### src/shared/cwo_pkg.sv
// package: kinds, carriers and helpers of the write ordering block
package cwo_pkg;

	localparam int CWO_LINE_W = 26;
	localparam int CWO_ID_W = 2;
	localparam int CWO_CNT_W = 4;

	typedef enum logic [3:0] {
		CWO_RD_UNIQUE, CWO_MK_UNIQUE, CWO_CL_UNIQUE,
		CWO_WR_UNIQUE, CWO_WR_LINE_UNIQUE,
		CWO_WR_BACK, CWO_WR_CLEAN, CWO_WR_EVICT, CWO_EVICT,
		CWO_WR_NO_SNOOP, CWO_OTHER
	} cwo_kind_e;

	typedef enum logic [2:0] {
		CWO_S_RD_ONCE, CWO_S_RD_CLEAN, CWO_S_RD_NSD, CWO_S_RD_SHARED,
		CWO_S_RD_UNIQUE, CWO_S_CL_INVALID, CWO_S_MK_INVALID,
		CWO_S_CL_SHARED
	} cwo_snp_e;

	typedef enum logic [1:0] {
		CWO_ACT_STORE, CWO_ACT_FULL, CWO_ACT_PART_WB, CWO_ACT_DROP
	} cwo_act_e;

	typedef logic [CWO_LINE_W-1:0] cwo_line_t;
	typedef logic [CWO_ID_W-1:0] cwo_id_t;

	typedef struct packed {
		cwo_kind_e kind;
		cwo_line_t line;
		logic partial;
		logic shareable;
		logic no_data;
		cwo_id_t id;
	} cwo_req_s;

	typedef struct packed {
		cwo_snp_e kind;
		cwo_line_t line;
		logic dirty;
	} cwo_snp_s;

	typedef struct packed {
		logic data;
		logic pass_dirty;
		logic inval;
	} cwo_rsp_s;

	typedef struct packed {
		cwo_kind_e kind;
		cwo_id_t id;
	} cwo_cmp_s;

	typedef struct packed {
		cwo_act_e code;
		cwo_line_t line;
	} cwo_act_s;

	typedef struct packed {
		logic used;
		logic lost;
		logic partial;
		logic refetch;
		cwo_kind_e kind;
		cwo_line_t line;
	} cwo_ent_s;

	// unique writes that need the ordering fence
	function automatic logic cwo_is_wu(cwo_kind_e k);
		return k == CWO_WR_UNIQUE || k == CWO_WR_LINE_UNIQUE;
	endfunction

	// writes that release or clean a cached line
	function automatic logic cwo_is_ev(cwo_kind_e k);
		return k == CWO_WR_BACK || k == CWO_WR_CLEAN ||
			k == CWO_WR_EVICT || k == CWO_EVICT;
	endfunction

	// coherent reads that are tracked until completion
	function automatic logic cwo_is_crd(cwo_kind_e k);
		return k == CWO_RD_UNIQUE || k == CWO_MK_UNIQUE ||
			k == CWO_CL_UNIQUE;
	endfunction

	// snoops that force the local copy invalid
	function automatic logic cwo_is_inval(cwo_snp_e k);
		return k == CWO_S_RD_UNIQUE || k == CWO_S_CL_INVALID ||
			k == CWO_S_MK_INVALID;
	endfunction

endpackage

### src/hw/cwo_count.sv
// outstanding transaction counter
`timescale 1ns/1ps
`default_nettype none
module cwo_count import cwo_pkg::*; #(
	parameter int W = CWO_CNT_W
) (
	// clock and reset
	input wire logic core_clk,
	input wire logic reset,
	input wire logic ce,
	// issue and completion events
	input wire logic inc,
	input wire logic dec,
	// nothing outstanding
	output logic zero
);
	typedef struct packed {
		logic [W-1:0] cnt;
	} cwo_cnt_s;

	cwo_cnt_s st;
	cwo_cnt_s next_st;

	// up on issue, down on completion
	always_comb begin
		next_st = st;
		if (inc && !dec) begin
			next_st.cnt = st.cnt + 1'b1;
		end else if (dec && !inc) begin
			next_st.cnt = st.cnt - 1'b1;
		end
	end

	// state register
	always_ff @(posedge core_clk or posedge reset) begin
		if (reset) begin
			st <= '0;
		end else if (ce) begin
			st <= next_st;
		end
	end

	assign zero = (st.cnt == '0);
endmodule // cwo_count
`default_nettype wire

### src/hw/cwo_track.sv
// tracker of outstanding coherent reads and lost lines
`timescale 1ns/1ps
`default_nettype none
module cwo_track import cwo_pkg::*; #(
	parameter int N = 1 << CWO_ID_W
) (
	// clock and reset
	input wire logic core_clk,
	input wire logic reset,
	input wire logic ce,
	// allocation
	input wire logic alloc,
	input wire cwo_kind_e alloc_kind,
	input wire cwo_line_t alloc_line,
	input wire logic alloc_partial,
	output logic free_any,
	output cwo_id_t free_id,
	// invalidating snoop
	input wire logic hit_v,
	input wire cwo_line_t hit_line,
	// completion lookup
	input wire cwo_id_t look_id,
	output cwo_ent_s look,
	input wire logic rel,
	input wire logic rf_set,
	// refetch queue
	output logic rf_any,
	output cwo_id_t rf_id,
	output cwo_line_t rf_line,
	input wire logic rf_take
);
	typedef struct packed {
		cwo_ent_s [N-1:0] e;
	} cwo_trk_s;

	cwo_trk_s st;
	cwo_trk_s next_st;
	logic [N-1:0] hit;

	// per entry snoop match, including a line allocated this cycle
	for (genvar i = 0; i < N; i++) begin : g_hit
		assign hit[i] = hit_v && ((st.e[i].used &&
			st.e[i].line == hit_line) || (alloc &&
			free_id == cwo_id_t'(i) && alloc_line == hit_line));
	end

	// allocate, retarget, release; a snoop hit wins over any clear
	always_comb begin
		next_st = st;
		free_any = 1'b0;
		free_id = '0;
		rf_any = 1'b0;
		rf_id = '0;
		for (int i = N - 1; i >= 0; i--) begin
			if (!st.e[i].used) begin
				free_any = 1'b1;
				free_id = cwo_id_t'(i);
			end
			if (st.e[i].refetch) begin
				rf_any = 1'b1;
				rf_id = cwo_id_t'(i);
			end
		end
		if (rel) begin
			next_st.e[look_id].used = 1'b0;
		end
		if (rf_set) begin
			next_st.e[look_id].refetch = 1'b1;
			next_st.e[look_id].kind = CWO_RD_UNIQUE;
			next_st.e[look_id].lost = 1'b0;
		end
		if (rf_take) begin
			next_st.e[rf_id].refetch = 1'b0;
		end
		if (alloc) begin
			next_st.e[free_id].used = 1'b1;
			next_st.e[free_id].lost = 1'b0;
			next_st.e[free_id].refetch = 1'b0;
			next_st.e[free_id].partial = alloc_partial;
			next_st.e[free_id].kind = alloc_kind;
			next_st.e[free_id].line = alloc_line;
		end
		for (int i = 0; i < N; i++) begin
			if (hit[i]) begin
				next_st.e[i].lost = 1'b1;
			end
		end
	end

	// state register
	always_ff @(posedge core_clk or posedge reset) begin
		if (reset) begin
			st <= '0;
		end else if (ce) begin
			st <= next_st;
		end
	end

	assign look = st.e[look_id];
	assign rf_line = st.e[rf_id].line;
endmodule // cwo_track
`default_nettype wire

### src/hw/cwo_main.sv
// coherent write ordering and overlapping store handling
`timescale 1ns/1ps
`default_nettype none
module cwo_main import cwo_pkg::*; #(
	parameter int CNT_W = CWO_CNT_W,
	parameter int TRK_N = 1 << CWO_ID_W
) (
	// clock and reset
	input wire logic core_clk,
	input wire logic reset,
	input wire logic ce,
	// configuration straps
	input wire logic cfg_snoop_filter,
	input wire logic cfg_snoop_data,
	input wire logic cfg_no_dirty,
	input wire logic cfg_ru_for_partial,
	input wire logic cfg_partial_wb,
	// requests from the cache
	input wire logic req_valid,
	input wire cwo_req_s req,
	output logic req_ready,
	output logic req_err,
	// issue towards the interconnect
	output logic iss_valid,
	output cwo_req_s iss,
	input wire logic iss_ready,
	// completions from the interconnect
	input wire logic cmp_valid,
	input wire cwo_cmp_s cmp,
	// snoop port
	input wire logic snp_valid,
	input wire cwo_snp_s snp,
	output logic snp_ready,
	output logic rsp_valid,
	output cwo_rsp_s rsp,
	output logic inv_valid,
	output cwo_line_t inv_line,
	// actions back to the cache
	output logic act_valid,
	output cwo_act_s act
);
	typedef struct packed {
		logic req_ready;
		logic pend_v;
		cwo_req_s pend;
		logic iss_valid;
		cwo_req_s iss;
		logic err;
		logic snp_ready;
		logic rsp_valid;
		cwo_rsp_s rsp;
		logic inv_p;
		cwo_line_t inv_pl;
		logic inv_valid;
		cwo_line_t inv_line;
		logic act_valid;
		cwo_act_s act;
	} cwo_main_s;

	cwo_main_s st;
	cwo_main_s next_st;

	logic iss_fire;
	logic snp_fire;
	logic cmp_rd;
	logic wu_cap;
	logic wu_zero;
	logic ev_zero;
	logic go;
	logic refuse;
	logic alloc;
	logic rel;
	logic rf_set;
	logic rf_take;
	logic free_any;
	logic rf_any;
	cwo_id_t free_id;
	cwo_id_t rf_id;
	cwo_line_t rf_line;
	cwo_ent_s te;
	cwo_req_s cand;

	// handshakes and write capability
	assign iss_fire = st.iss_valid && iss_ready;
	assign snp_fire = snp_valid && st.snp_ready;
	assign cmp_rd = cmp_valid && cwo_is_crd(cmp.kind);
	assign wu_cap = cfg_no_dirty || cfg_snoop_data;

	// unique writes in flight
	cwo_count #(
		.W(CNT_W)
	) u_wu_cnt (
		.core_clk(core_clk),
		.reset(reset),
		.ce(ce),
		.inc(iss_fire && cwo_is_wu(st.iss.kind)),
		.dec(cmp_valid && cwo_is_wu(cmp.kind)),
		.zero(wu_zero)
	);

	// writebacks, cleans and evicts in flight
	cwo_count #(
		.W(CNT_W)
	) u_ev_cnt (
		.core_clk(core_clk),
		.reset(reset),
		.ce(ce),
		.inc(iss_fire && cwo_is_ev(st.iss.kind)),
		.dec(cmp_valid && cwo_is_ev(cmp.kind)),
		.zero(ev_zero)
	);

	// coherent read tracker
	cwo_track #(
		.N(TRK_N)
	) u_track (
		.core_clk(core_clk),
		.reset(reset),
		.ce(ce),
		.alloc(alloc),
		.alloc_kind(cand.kind),
		.alloc_line(cand.line),
		.alloc_partial(cand.partial),
		.free_any(free_any),
		.free_id(free_id),
		.hit_v(snp_fire && cwo_is_inval(snp.kind)),
		.hit_line(snp.line),
		.look_id(cmp.id),
		.look(te),
		.rel(rel),
		.rf_set(rf_set),
		.rf_any(rf_any),
		.rf_id(rf_id),
		.rf_line(rf_line),
		.rf_take(rf_take)
	);

	// request as it would be issued: CWO_EVICT loses its data, partial
	// clean unique may become read unique
	always_comb begin
		cand = st.pend;
		cand.id = free_id;
		if (st.pend.kind == CWO_EVICT) begin
			cand.no_data = 1'b1;
		end
		if (st.pend.kind == CWO_CL_UNIQUE && st.pend.partial &&
			cfg_ru_for_partial) begin
			cand.kind = CWO_RD_UNIQUE;
		end
	end

	// ordering fence on the held request
	always_comb begin
		go = 1'b0;
		refuse = 1'b0;
		if (cwo_is_wu(st.pend.kind)) begin
			refuse = !wu_cap;
			go = wu_cap && ev_zero;
		end else if (st.pend.kind == CWO_EVICT) begin
			refuse = !st.pend.shareable;
			go = st.pend.shareable && wu_zero && !cmp_rd;
		end else if (cwo_is_ev(st.pend.kind)) begin
			go = wu_zero;
		end else if (st.pend.kind == CWO_WR_NO_SNOOP) begin
			go = wu_zero;
		end else if (cwo_is_crd(st.pend.kind)) begin
			go = free_any;
		end else begin
			go = 1'b1;
		end
		if (!st.pend_v || st.iss_valid || rf_any) begin
			go = 1'b0;
			refuse = 1'b0;
		end
	end

	assign alloc = go && cwo_is_crd(cand.kind) && ce;
	assign rf_take = rf_any && !st.iss_valid && ce;

	// completion of a tracked read
	always_comb begin
		rel = 1'b0;
		rf_set = 1'b0;
		if (cmp_rd && ce) begin
			rel = !(te.kind == CWO_CL_UNIQUE && te.partial && te.lost);
			rf_set = !rel;
		end
	end

	// next state
	always_comb begin
		next_st = st;
		next_st.err = 1'b0;
		next_st.rsp_valid = 1'b0;
		next_st.act_valid = 1'b0;
		next_st.snp_ready = 1'b1;
		if (iss_fire) begin
			next_st.iss_valid = 1'b0;
		end
		// snoop answer, independent of any write path state
		if (snp_fire) begin
			next_st.rsp_valid = 1'b1;
			next_st.rsp.data = snp.dirty && cfg_snoop_data;
			next_st.rsp.pass_dirty = snp.dirty;
			next_st.rsp.inval = cwo_is_inval(snp.kind);
		end
		// invalidate one cycle after the answer
		next_st.inv_p = snp_fire && cwo_is_inval(snp.kind);
		next_st.inv_pl = snp.line;
		next_st.inv_valid = st.inv_p;
		next_st.inv_line = st.inv_pl;
		// action for a completed coherent read
		if (cmp_rd) begin
			next_st.act_valid = 1'b1;
			next_st.act.line = te.line;
			next_st.act.code = CWO_ACT_STORE;
			if (te.kind == CWO_MK_UNIQUE) begin
				next_st.act.code = CWO_ACT_FULL;
			end else if (te.kind == CWO_CL_UNIQUE) begin
				if (!te.partial) begin
					next_st.act.code = CWO_ACT_FULL;
				end else if (te.lost) begin
					next_st.act_valid = 1'b0;
				end else if (cfg_partial_wb) begin
					next_st.act.code = CWO_ACT_PART_WB;
				end
			end
		end
		// refetch of a lost line goes first
		if (rf_any && !st.iss_valid) begin
			next_st.iss_valid = 1'b1;
			next_st.iss.kind = CWO_RD_UNIQUE;
			next_st.iss.line = rf_line;
			next_st.iss.partial = 1'b1;
			next_st.iss.shareable = 1'b1;
			next_st.iss.no_data = 1'b0;
			next_st.iss.id = rf_id;
		end
		// held request: refuse, drop or issue
		if (refuse) begin
			next_st.pend_v = 1'b0;
			next_st.err = 1'b1;
		end else if (go) begin
			next_st.pend_v = 1'b0;
			if (st.pend.kind == CWO_EVICT) begin
				next_st.act_valid = 1'b1;
				next_st.act.code = CWO_ACT_DROP;
				next_st.act.line = st.pend.line;
			end
			if (st.pend.kind != CWO_EVICT || cfg_snoop_filter) begin
				next_st.iss_valid = 1'b1;
				next_st.iss = cand;
			end
		end
		// take a new request into the holding slot
		if (req_valid && st.req_ready) begin
			next_st.pend_v = 1'b1;
			next_st.pend = req;
		end
		next_st.req_ready = !next_st.pend_v;
	end

	// state register
	always_ff @(posedge core_clk or posedge reset) begin
		if (reset) begin
			st <= '0;
		end else if (ce) begin
			st <= next_st;
		end
	end

	// outputs straight from state
	assign req_ready = st.req_ready;
	assign req_err = st.err;
	assign iss_valid = st.iss_valid;
	assign iss = st.iss;
	assign snp_ready = st.snp_ready;
	assign rsp_valid = st.rsp_valid;
	assign rsp = st.rsp;
	assign inv_valid = st.inv_valid;
	assign inv_line = st.inv_line;
	assign act_valid = st.act_valid;
	assign act = st.act;
endmodule // cwo_main
`default_nettype wire

### config.mk
export PLATFORM = sky130hd
export DESIGN_NAME = cwo_main
export DESIGN_NICKNAME = d
export VERILOG_FILES = /design/src/shared/cwo_pkg.sv /design/src/hw/cwo_count.sv /design/src/hw/cwo_track.sv /design/src/hw/cwo_main.sv
export SDC_FILE = /design/constraint.sdc
export NUM_CORES = 1
export LEC_CHECK = 0
export CORE_MARGIN = 2
export CORE_UTILIZATION = 45
export CTS_BUF_LIST = sky130_fd_sc_hd__clkbuf_4 sky130_fd_sc_hd__clkbuf_8
export DETAILED_ROUTE_END_ITERATION = 10
export DONT_BUFFER_PORTS = 1
export PLACE_DENSITY = 0.59
export SKIP_LAST_GASP = 1
export SLEW_MARGIN = 15
export SYNTH_ARGS = -nofsm -noshare
export SYNTH_HDL_FRONTEND = slang
export SYNTH_HIERARCHICAL = 1
export SYNTH_SLANG_ARGS = --single-unit
### constraint.sdc
create_clock -name core_clk -period 5.95 [get_ports core_clk]
set_clock_uncertainty 0.1 [all_clocks]
set_input_delay 0.2975 -clock core_clk [delete_from_list [all_inputs] [get_ports core_clk]]
set_output_delay 0.2975 -clock core_clk [all_outputs]
set_load 0.05 [all_outputs]
======== After elaboration in Yosys (flattened, before gate mapping) ========
Index checks and enable logic that the tools add are counted.
cells by class
  order comparisons ....................... 6
  eq/ne operators ......................... 39
  muxes and demuxes ....................... 100
  reduce and logical (&&, ||, !) cells .... 96
  add/subtract/negate cells ............... 4
operators by type and width
  cell                                                             count
  136-bit bitwise mux                                              11
  34-bit demux with 2-bit select                                   11
  136-bit two-way mux                                              4
  36-bit two-way mux                                               5
  34-bit binary-select mux with 2-bit select                       2
  26-bit == test                                                   5
  29-bit two-way mux                                               4
  33-bit two-way mux                                               3
  31-bit two-way mux                                               3
  34-bit two-way mux                                               2
  30-bit two-way mux                                               2
  26-bit two-way mux                                               2
  4-bit by 3-bit == test with 1-bit output, second input constant  12
  1-bit logical AND                                                45
  32-bit two-way mux                                               1
  1-bit two-way mux                                                31
  4-bit by 2-bit == test with 1-bit output, second input constant  7
  1-bit logical OR                                                 28
  2-bit two-way mux                                                12
  4-bit two-way mux                                                6
  4-bit logical NOT                                                5
  4-bit by 1-bit == test with 1-bit output, second input constant  4
  4-bit == test, second input constant                             4
  1-bit logical NOT                                                11
  other kinds (12)                                                 25
word-level totals
  logic and storage cells ................. 299
  register bits after elaboration ......... 306
  output and inout port bits .............. 99

======== Depth between registers and ports, before layout ========
Gate-level depths: netlist of the first run.
  depth in word-level cells ............... 22
  depth in mapped cells ................... 15
  gate-level depth less buffers ........... 11

======== By module ========
The synthesis of the first run kept the hierarchy.
modules (own cells, without submodules)
  module     seq. area each (um2)  cells each  instances  area an instance (um2)
  cwo_track  3403.3                820         1          8189.1
  cwo_main   4003.8                700         1          7867.5
  cwo_count  100.1                 31          2          320.3

======== Worst setup path after synthesis of the first run ========
OpenSTA, ideal clock, no wires.
  path type ............................... flip-flop to flip-flop
  start point ............................. register st[158] (netlist name)
  end point ............................... register u_track/st[68] (netlist name)
  path slack .............................. 2.328 ns
  stages on the path, launching flop included .. 13
  period minus slack after synthesis ...... 3.622 ns
  buffers on the path ..................... 4
  data required time ...................... 5.722 ns
  arrival time ............................ 3.395 ns
  cells stage by stage .................... dfrtp_1 buf_6 or4b_4 buf_6 nor3_4 o21ai_0 a2111oi_0 nand3_2 nor2_2 and2_1 buf_4 buf_4 mux2_1
between the ends
  longest elaborated chain between the ends .. 12
  elaborated cells between the ends (all ways) .. 33
  those cells by class .................... eq/ne: 11; mux: 8; reduce/logical: 14
ends and longest elaborated chain
  what                                                                                  line             source
  start: declaration                                                                    cwo_main.sv:60   cwo_main_s st;
  start signal: assignment                                                              cwo_main.sv:268  st <= next_st;
  4-bit by 1-bit == test with 1-bit output / 4-bit logical NOT (equally long branches)  cwo_pkg.sv:81    return k == CWO_RD_UNIQUE || k == CWO_MK_UNIQUE ||
  1-bit logical OR (2 in a row)                                                         cwo_pkg.sv:81
  1-bit two-way mux                                                                     cwo_main.sv:166  end else if (cwo_is_crd(st.pend.kind)) begin
  1-bit two-way mux                                                                     cwo_main.sv:164  end else if (st.pend.kind == CWO_WR_NO_SNOOP) begin
  1-bit two-way mux                                                                     cwo_main.sv:162  end else if (cwo_is_ev(st.pend.kind)) begin
  1-bit two-way mux                                                                     cwo_main.sv:159  end else if (st.pend.kind == CWO_EVICT) begin
  1-bit two-way mux                                                                     cwo_main.sv:156  if (cwo_is_wu(st.pend.kind)) begin
  1-bit two-way mux                                                                     cwo_main.sv:171  if (!st.pend_v || st.iss_valid || rf_any) begin
  1-bit logical AND * (2 in a row)                                                      cwo_main.sv:177  assign alloc = go && cwo_is_crd(cand.kind) && ce;
  net alloc                                                                             cwo_main.sv:71   logic alloc;
  136-bit two-way mux *                                                                 cwo_track.sv:75  if (alloc) begin
  end signal: assignment                                                                cwo_track.sv:95  st <= next_st;
  end: declaration                                                                      cwo_track.sv:36  cwo_trk_s st;
The timed path passes the listed nets; every way through them passes the cells marked *.
A chain may end at the register's enable or synchronous reset.

======== Worst setup path after layout of the first run ========
  start point ............................. register u_wu_cnt/st[1] (netlist name)
  end point ............................... register u_track/st[45] (netlist name)
between the ends
  longest elaborated chain between the ends .. 9
  elaborated cells between the ends (all ways) .. 11
  those cells by class .................... mux: 6; reduce/logical: 5
ends and longest elaborated chain
  what                                                           line                              source
  start: declaration                                             cwo_count.sv:21                   cwo_cnt_s st;
  start signal: assignment                                       cwo_count.sv:39                   st <= next_st;
  4-bit logical NOT *                                            cwo_count.sv:43                   assign zero = (st.cnt == '0);
  net wu_zero                                                    cwo_main.sv:67                    logic wu_zero;
  1-bit two-way mux / 1-bit logical AND (equally long branches)  cwo_main.sv:164, cwo_main.sv:161
  1-bit two-way mux / 1-bit logical AND (equally long branches)  cwo_main.sv:162, cwo_main.sv:161
  1-bit two-way mux *                                            cwo_main.sv:159
  1-bit two-way mux *                                            cwo_main.sv:156
  1-bit two-way mux *                                            cwo_main.sv:171
  1-bit logical AND * (2 in a row)                               cwo_main.sv:177
  net alloc                                                      cwo_main.sv:71
  136-bit two-way mux *                                          cwo_track.sv:75
Marked as above.

==> results of run 1 <==
==> metal layers <==
| metal | vias to the layer above | wire (um) |
|---|---|---|
| met4 | 2 | 1587 |
| met2 | 613 | 23530 |
| met3 | 115 | 4927 |
| met5 | - | 55 |
| li1 | 5329 | - |
| met1 | 6167 | 21370 |
==> power groups by stage <==
| stage | registers, mW | logic [mW] | clock network (mW) |
|---|---|---|---|
| floorplan | 3.16 | 2.71 | 0 |
| global route | 4.31 | 2.36 | 2.18 |
| finish | 4.22 | 2.17 | 2.04 |
| CTS | 4.21 | 2.15 | 2.08 |
| detailed placement | 4.25 | 2.07 | 0 |
| global placement | 4.23 | 2.02 | 0 |
==> layout by cell type (no fill, tap or decap), types with 32 or more instances in the layout <==
master / n
mux2_1: 55
dfrtp_1: 304
nand2_1: 315
o211ai_1: 34
mux4_2: 32
dlygate4sd3_1: 78
o21ai_0: 45
clkbuf_8: 65
xnor2_1: 114
a22o_1: 35
mux2_2: 88
==> layout make-up <==
| class | instances | area [um2] |
|---|---|---|
| Tap cell | 468 | 585.6 |
| Inverter | 22 | 90.09 |
| Clock inverter | 8 | 67.56 |
| Sequential cell | 304 | 7607 |
| Clock buffer | 86 | 1052 |
| Multi-Input combinational cell | 1041 | 7716 |
| Timing Repair Buffer | 100 | 978.4 |
| Fill cell | 3309 | 18430 |
==> worst max-delay path, delay by kind of cell, from the launching register on <==
kind / cells / cell delay [ps]
and+or+nand+nor: 2 / 1330
DFF: 1 / 430
muxes: 1 / 360
buffers and inverters: 3 / 1190
AOI/OAI and AO/OA: 4 / 1230
==> timing repair <==
action                     4_1_cts  5_1_grt
hold buffers                    80        0
hold endpoints to repair       308        0
setup endpoints to repair        0        0
==> worst paths after layout <==
check | cells after the start | slack, ps | to
worst max register to register | 10 | 1200 | u_track/st[45]$_DFFE_PP0P_
worst min register to register | 2 | 390 | u_track/st[31]$_DFFE_PP0P_
min in group asynchronous | 2 | 100 | u_wu_cnt/st[3]$_DFFE_PP0P_
worst max-delay path | 10 | 1200 | u_track/st[45]$_DFFE_PP0P_
max in group asynchronous | 3 | 3820 | u_track/st[51]$_DFFE_PP0P_
worst min-delay path | 5 | 40 | u_track/st[32]$_DFFE_PP0P_
==> flip-flops by register name (all words and copies together) (netlist names) <==
| signal | count |
|---|---|
| req_ready | 1 |
| inv_valid | 1 |
| req_err | 1 |
| iss_valid | 1 |
| u_ev_cnt/st | 4 |
| rsp_valid | 1 |
| u_wu_cnt/st | 4 |
| cand | 28 |
| act_valid | 1 |
| st | 6 |
| rsp | 3 |
| iss | 35 |
| act | 28 |
| u_track/st | 136 |
| snp_ready | 1 |
| inv_line | 26 |
| next_st | 27 |
==> flow_summary.yaml, run 1 <==
clocking:
  cts_tree: "built"
  htreeDepth: 2
  root_buffer: "clkbuf_8"
  post_cts_buffers: 0
  cts.sinks: 304
  worstSkewPairLatency_ps: 640
  clock_path_buffers: 3
  cts_buffers: 54
  cts.clk_slew.worst_paths_ps: 60
  post_cts_resized: 0
timing:
  hold_viol_final: 0
  timing.final.crit_share: 0.7991
  final-setup-viol-count: 0
  period_minus_slack_ps: 4755
  slew_violations: 0
  setup_ws_ps: 1195
  rsz0062_at_grt: "false"
  fmax_mhz: 210.3
  worst_slew_pin_slew_ps: 1151
  slew_headroom: 0.2324
  holdWs_ps: 39.54
  fin_tns_setup_ps: 0
global_route:
  antenna_found_initial: 0
  track_usage: 0.2682
  grt_pass1_vias: 12100
  grtUsageMet1: 0.3644
  grt.busiest_layer: "met2"
  grt.met3_usage: 0.06331
  grt_overflow: 0
  grt_use_met2: 0.4179
  grt_first_pass_wirelength_mm: 77.30
  grt_max_degree: 96
yosys:
  netlist_area_um2: 16650
  syn_area_per_cell_um2: 10.54
  yosys_warnings: 6
  syn_inst: 1580
  synth.net_count: 1671
worst_setup_path:
  path_cells: "nor4_1 -> o31a_1 -> o21a_1 -> buf_4 -> o21ai_0 -> a2111oi_0 -> buf_4 -> nand4b_1 -> buf_4 -> mux2_1"
  reg2reg_from: "u_wu_cnt/st[1]$_DFFE_PP0P_"
  end_kind: "register"
  critPathLaunch: "u_wu_cnt/st[1]$_DFFE_PP0P_"
  critPathMaxFanout: 34
  cp.required_ps: 6350
  cp_common_cell: "buf_4"
  startpoint_type: "register"
  arrival_ps: 5160
  critical_path.slowest_cell: "nand4b_1"
  crit_type: "reg2reg"
  max_stage_delay_ps: 730
hold_path:
  hp-class: "in2reg"
  worstHoldStart: "snp[1]"
status:
  status: "finished, final reports clean"
placed_design:
  routabilityCongestion: 0.9071
  io_buffers: 0
  place_inst: 1855
  post-place-ws_ps: 1221
  placed_area_um2: 16150
  hpwlAfterDp_mm: 32.91
floorplanning:
  die_h_um: 196.4
  die_w_um: 196.4
  initial_utilization: 0.4559
  row_count: 70
  die-area_um2: 38560
  io_pins: 182
  coreArea_um2: 36520
route:
  route.detailed.drc: 0
  vias_per_cell: 6.026
  vias: 12230
  drtIter0Drc: 1445
  postRouteAntennaNets: 0
  wl_mm: 51.47
  routedWlPerCell_um: 25.37
  drt-pass1-iter-count: 7
cells_and_area:
  final_cell_area_um2: 18100
  n_antenna_cell: 0
  fin_cells: 2029
  utilization: 0.4955
  post_route_cells_drive_above_1_share: 0.1768
  final_nets: 1614
  area_growth_pct: 8.679
power_and_ir_drop:
  p_comb_frac: 0.257
  total_power_mw: 8.424
  ir_drop_uv: 270.7
  cellPowerDensity_nw_per_um2: 465.5
  cellLeakagePower_nw: 8.057
  clkPwrFrac: 0.242
  pwr-share-seq: 0.501
  netSwitchingFraction: 0.4275
  p_int_mw: 4.823
  netSwitchingPower_mw: 3.601
flow_run:
  cap_viol_max_count: 0
Power figures use the tool's default switching activity.
==> inputs of run 2 (changes only) <==
--- a/config.mk
+++ b/config.mk
@@ -10,7 +10,7 @@
 export CTS_BUF_LIST = sky130_fd_sc_hd__clkbuf_4 sky130_fd_sc_hd__clkbuf_8
 export DETAILED_ROUTE_END_ITERATION = 10
 export DONT_BUFFER_PORTS = 1
-export PLACE_DENSITY = 0.59
+export PLACE_DENSITY = 0.61
 export SKIP_LAST_GASP = 1
 export SLEW_MARGIN = 15
 export SYNTH_ARGS = -nofsm -noshare
==> constraint.sdc (replaced) <==
create_clock -name core_clk -period 4 [get_ports core_clk]
set_clock_uncertainty 0.1 [all_clocks]
set_input_delay 0.2 -clock core_clk [delete_from_list [all_inputs] [get_ports core_clk]]
set_output_delay 0.2 -clock core_clk [all_outputs]
set_load 0.05 [all_outputs]
==> run 2 against run 1 <==
Against the previous run: critical path type is now in2reg; critical path depth increased by 1; via count grew 1.3%; final area grew 1.7%; final cell count is 1.3% higher; worst hold slack got worse by 7.6 ps; clock power rose by 50%; non-clock buffer count grew 29; sequential share of layout area down 0.68 points; wire length is 0.32% higher.
==> flow_summary.yaml, run 2 (synthesis results as in run 1) <==
status:
  status: "finished, final reports clean"
route:
  drtIter0Drc: 1234
  vias_per_cell: 6.029
  drt-pass1-iter-count: 6
  routedWlPerCell_um: 25.13
  vias: 12390
  wl_mm: 51.64
  postRouteAntennaNets: 0
  route.detailed.drc: 0
worst_setup_path:
  end_kind: "register"
  critPathMaxFanout: 91
  arrival_ps: 4170
  crit_type: "in2reg"
  cp.required_ps: 4410
  startpoint_type: "input pin"
cells_and_area:
  seqCellArea_um2: 7607
  final_common_cell: "nand2_1"
  final_cell_mix: "317 x nand2_1, 304 x dfrtp_1, 114 x xnor2_1, 88 x mux2_2, 84 x dlygate4sd3_1"
  largest_register_ffs: 136
  largest_register: "u_track/st"
  post_route_cells_drive_above_1_share: 0.1834
  n_antenna_cell: 0
  multi_input_area_um2: 7707
  final_nets: 1643
  area_growth_pct: 10.47
  fillers: 3251
  utilization: 0.5037
floorplanning:
  initial_utilization: 0.4559
  row_count: 70
  die-area_um2: 38560
  coreArea_um2: 36520
  die_w_um: 196.4
  die_h_um: 196.4
  io_pins: 182
global_route:
  grt_first_pass_wirelength_mm: 77.29
  track_usage: 0.2690
  grt_max_degree: 107
  grt_overflow: 0
  grt_pass1_vias: 12390
  antenna_found_initial: 0
timing:
  period_minus_slack_ps: 3767
  slew_violations: 0
  hold_viol_final: 0
  timing.final.crit_share: 0.9419
  slew_headroom: 0.3702
  worst_slew_pin_slew_ps: 944.7
  rsz0062_at_grt: "false"
  final-setup-viol-count: 0
  fin_tns_setup_ps: 0
  fmax_mhz: 265.4
clocking:
  cts.sinks: 304
  worstSkewPairLatency_ps: 630
  post_cts_resized: 0
  cts_tree: "built"
  root_buffer: "clkbuf_8"
  clock_path_buffers: 3
  cts_buffers: 54
  htreeDepth: 2
  cts.clk_slew.worst_paths_ps: 60
placed_design:
  routabilityCongestion: 0.9463
  io_buffers: 0
  hpwlAfterDp_mm: 33.40
flow_run:
  cap_viol_max_count: 0
power_and_ir_drop:
  ir_drop_uv: 377.6
  cellPowerDensity_nw_per_um2: 688.1
  cellLeakagePower_nw: 8.213
hold_path:
  hp-class: "in2reg"
[run 2: cell types whose count changed in the layout (fill, tap and decap cells not counted), sizes merged]
| cell | previous run | this run |
|---|---|---|
| buf | 22 | 45 |
| clkbuf | 86 | 90 |
| bufinv | 1 | 0 |
| inv | 21 | 20 |
| dlygate4sd3 | 78 | 84 |
| clkinv | 7 | 2 |
[run 2: through the flow]
stage | power, mW | std cells | worst slack (ps) | instance area (um2) | hold slack (ps)
final | 12.66 | 2055 | 232.5 | 18400 | 31.91
after global routing | 13.29 | 2055 | 31.13 | 18400 | 36.29
after CTS | 12.68 | 2055 | 278.0 | 18400 | 0.7743
after detailed placement | 9.444 | 1877 | 296.6 | 16340 | -121.2
after global placement | 9.358 | 1877 | 466.0 | 16340 | -120.7
after floorplan | 8.738 | 1580 | 60.54 | 16660 | -133.9
[run 2: path summary, 6_finish.rpt]
| check | slack (ps) | depth (start not counted) | to | start |
|---|---|---|---|---|
| worst max-delay path | 230 | 11 | u_track/st[85]$_DFFE_PP0P_ | ce |
| min in group asynchronous | 510 | 3 | u_ev_cnt/st[3]$_DFFE_PP0P_ | reset |
| worst min-delay path | 30 | 5 | u_track/st[100]$_DFFE_PP0P_ | snp[7] |
| max in group asynchronous | 2150 | 4 | u_track/st[48]$_DFFE_PP0P_ | reset |
| worst max register to register | 250 | 11 | u_track/st[85]$_DFFE_PP0P_ | u_track/st[64]$_DFFE_PP0P_ |
| worst min register to register | 380 | 2 | u_track/st[99]$_DFFE_PP0P_ | u_track/st[99]$_DFFE_PP0P_ |
[run 2: final cells by class]
| cell class | count | share of cell area |
|---|---|---|
| clock buffer | 90 | 0.06121 |
| clock inverter | 1 | 0.0002721 |
| inverter | 22 | 0.004829 |
| multi-input combinational | 1041 | 0.4190 |
| sequential | 304 | 0.4135 |
| tap | 468 | 0.03183 |
| timing repair buffer | 129 | 0.06937 |
[run 2: per-layer routing]
layer	global-route usage	share of wire
met5	0.003831	0
met4	0.09820	0.033
met3	0.08607	0.11
met2	0.4079	0.45
met1	0.3621	0.41
[run 2: report_power, final]
group / total (mW) / leakage [nW] / internal (mW) / switching (mW)
logic: 3.42 / 3.66 / 1.58 / 1.84
clock network: 3.05 / 0.604 / 1.75 / 1.30
registers: 6.18 / 3.95 / 3.93 / 2.25
[run 2: what timing repair did]
item	CTS	global route
setup buffers	0	0
hold buffers	87	0
hold endpoints to repair	422	0
[run 2: worst max-delay path: stages]
cell and delay [ps]:
dlygate4sd3_1 810, buf_16 400, clkinv_1 380, nor3_1 260, o21ai_0 190, a2111oi_0 480
buf_4 240, nand3_2 130, nor2_2 200, nand2_2 390, mux2_1 460
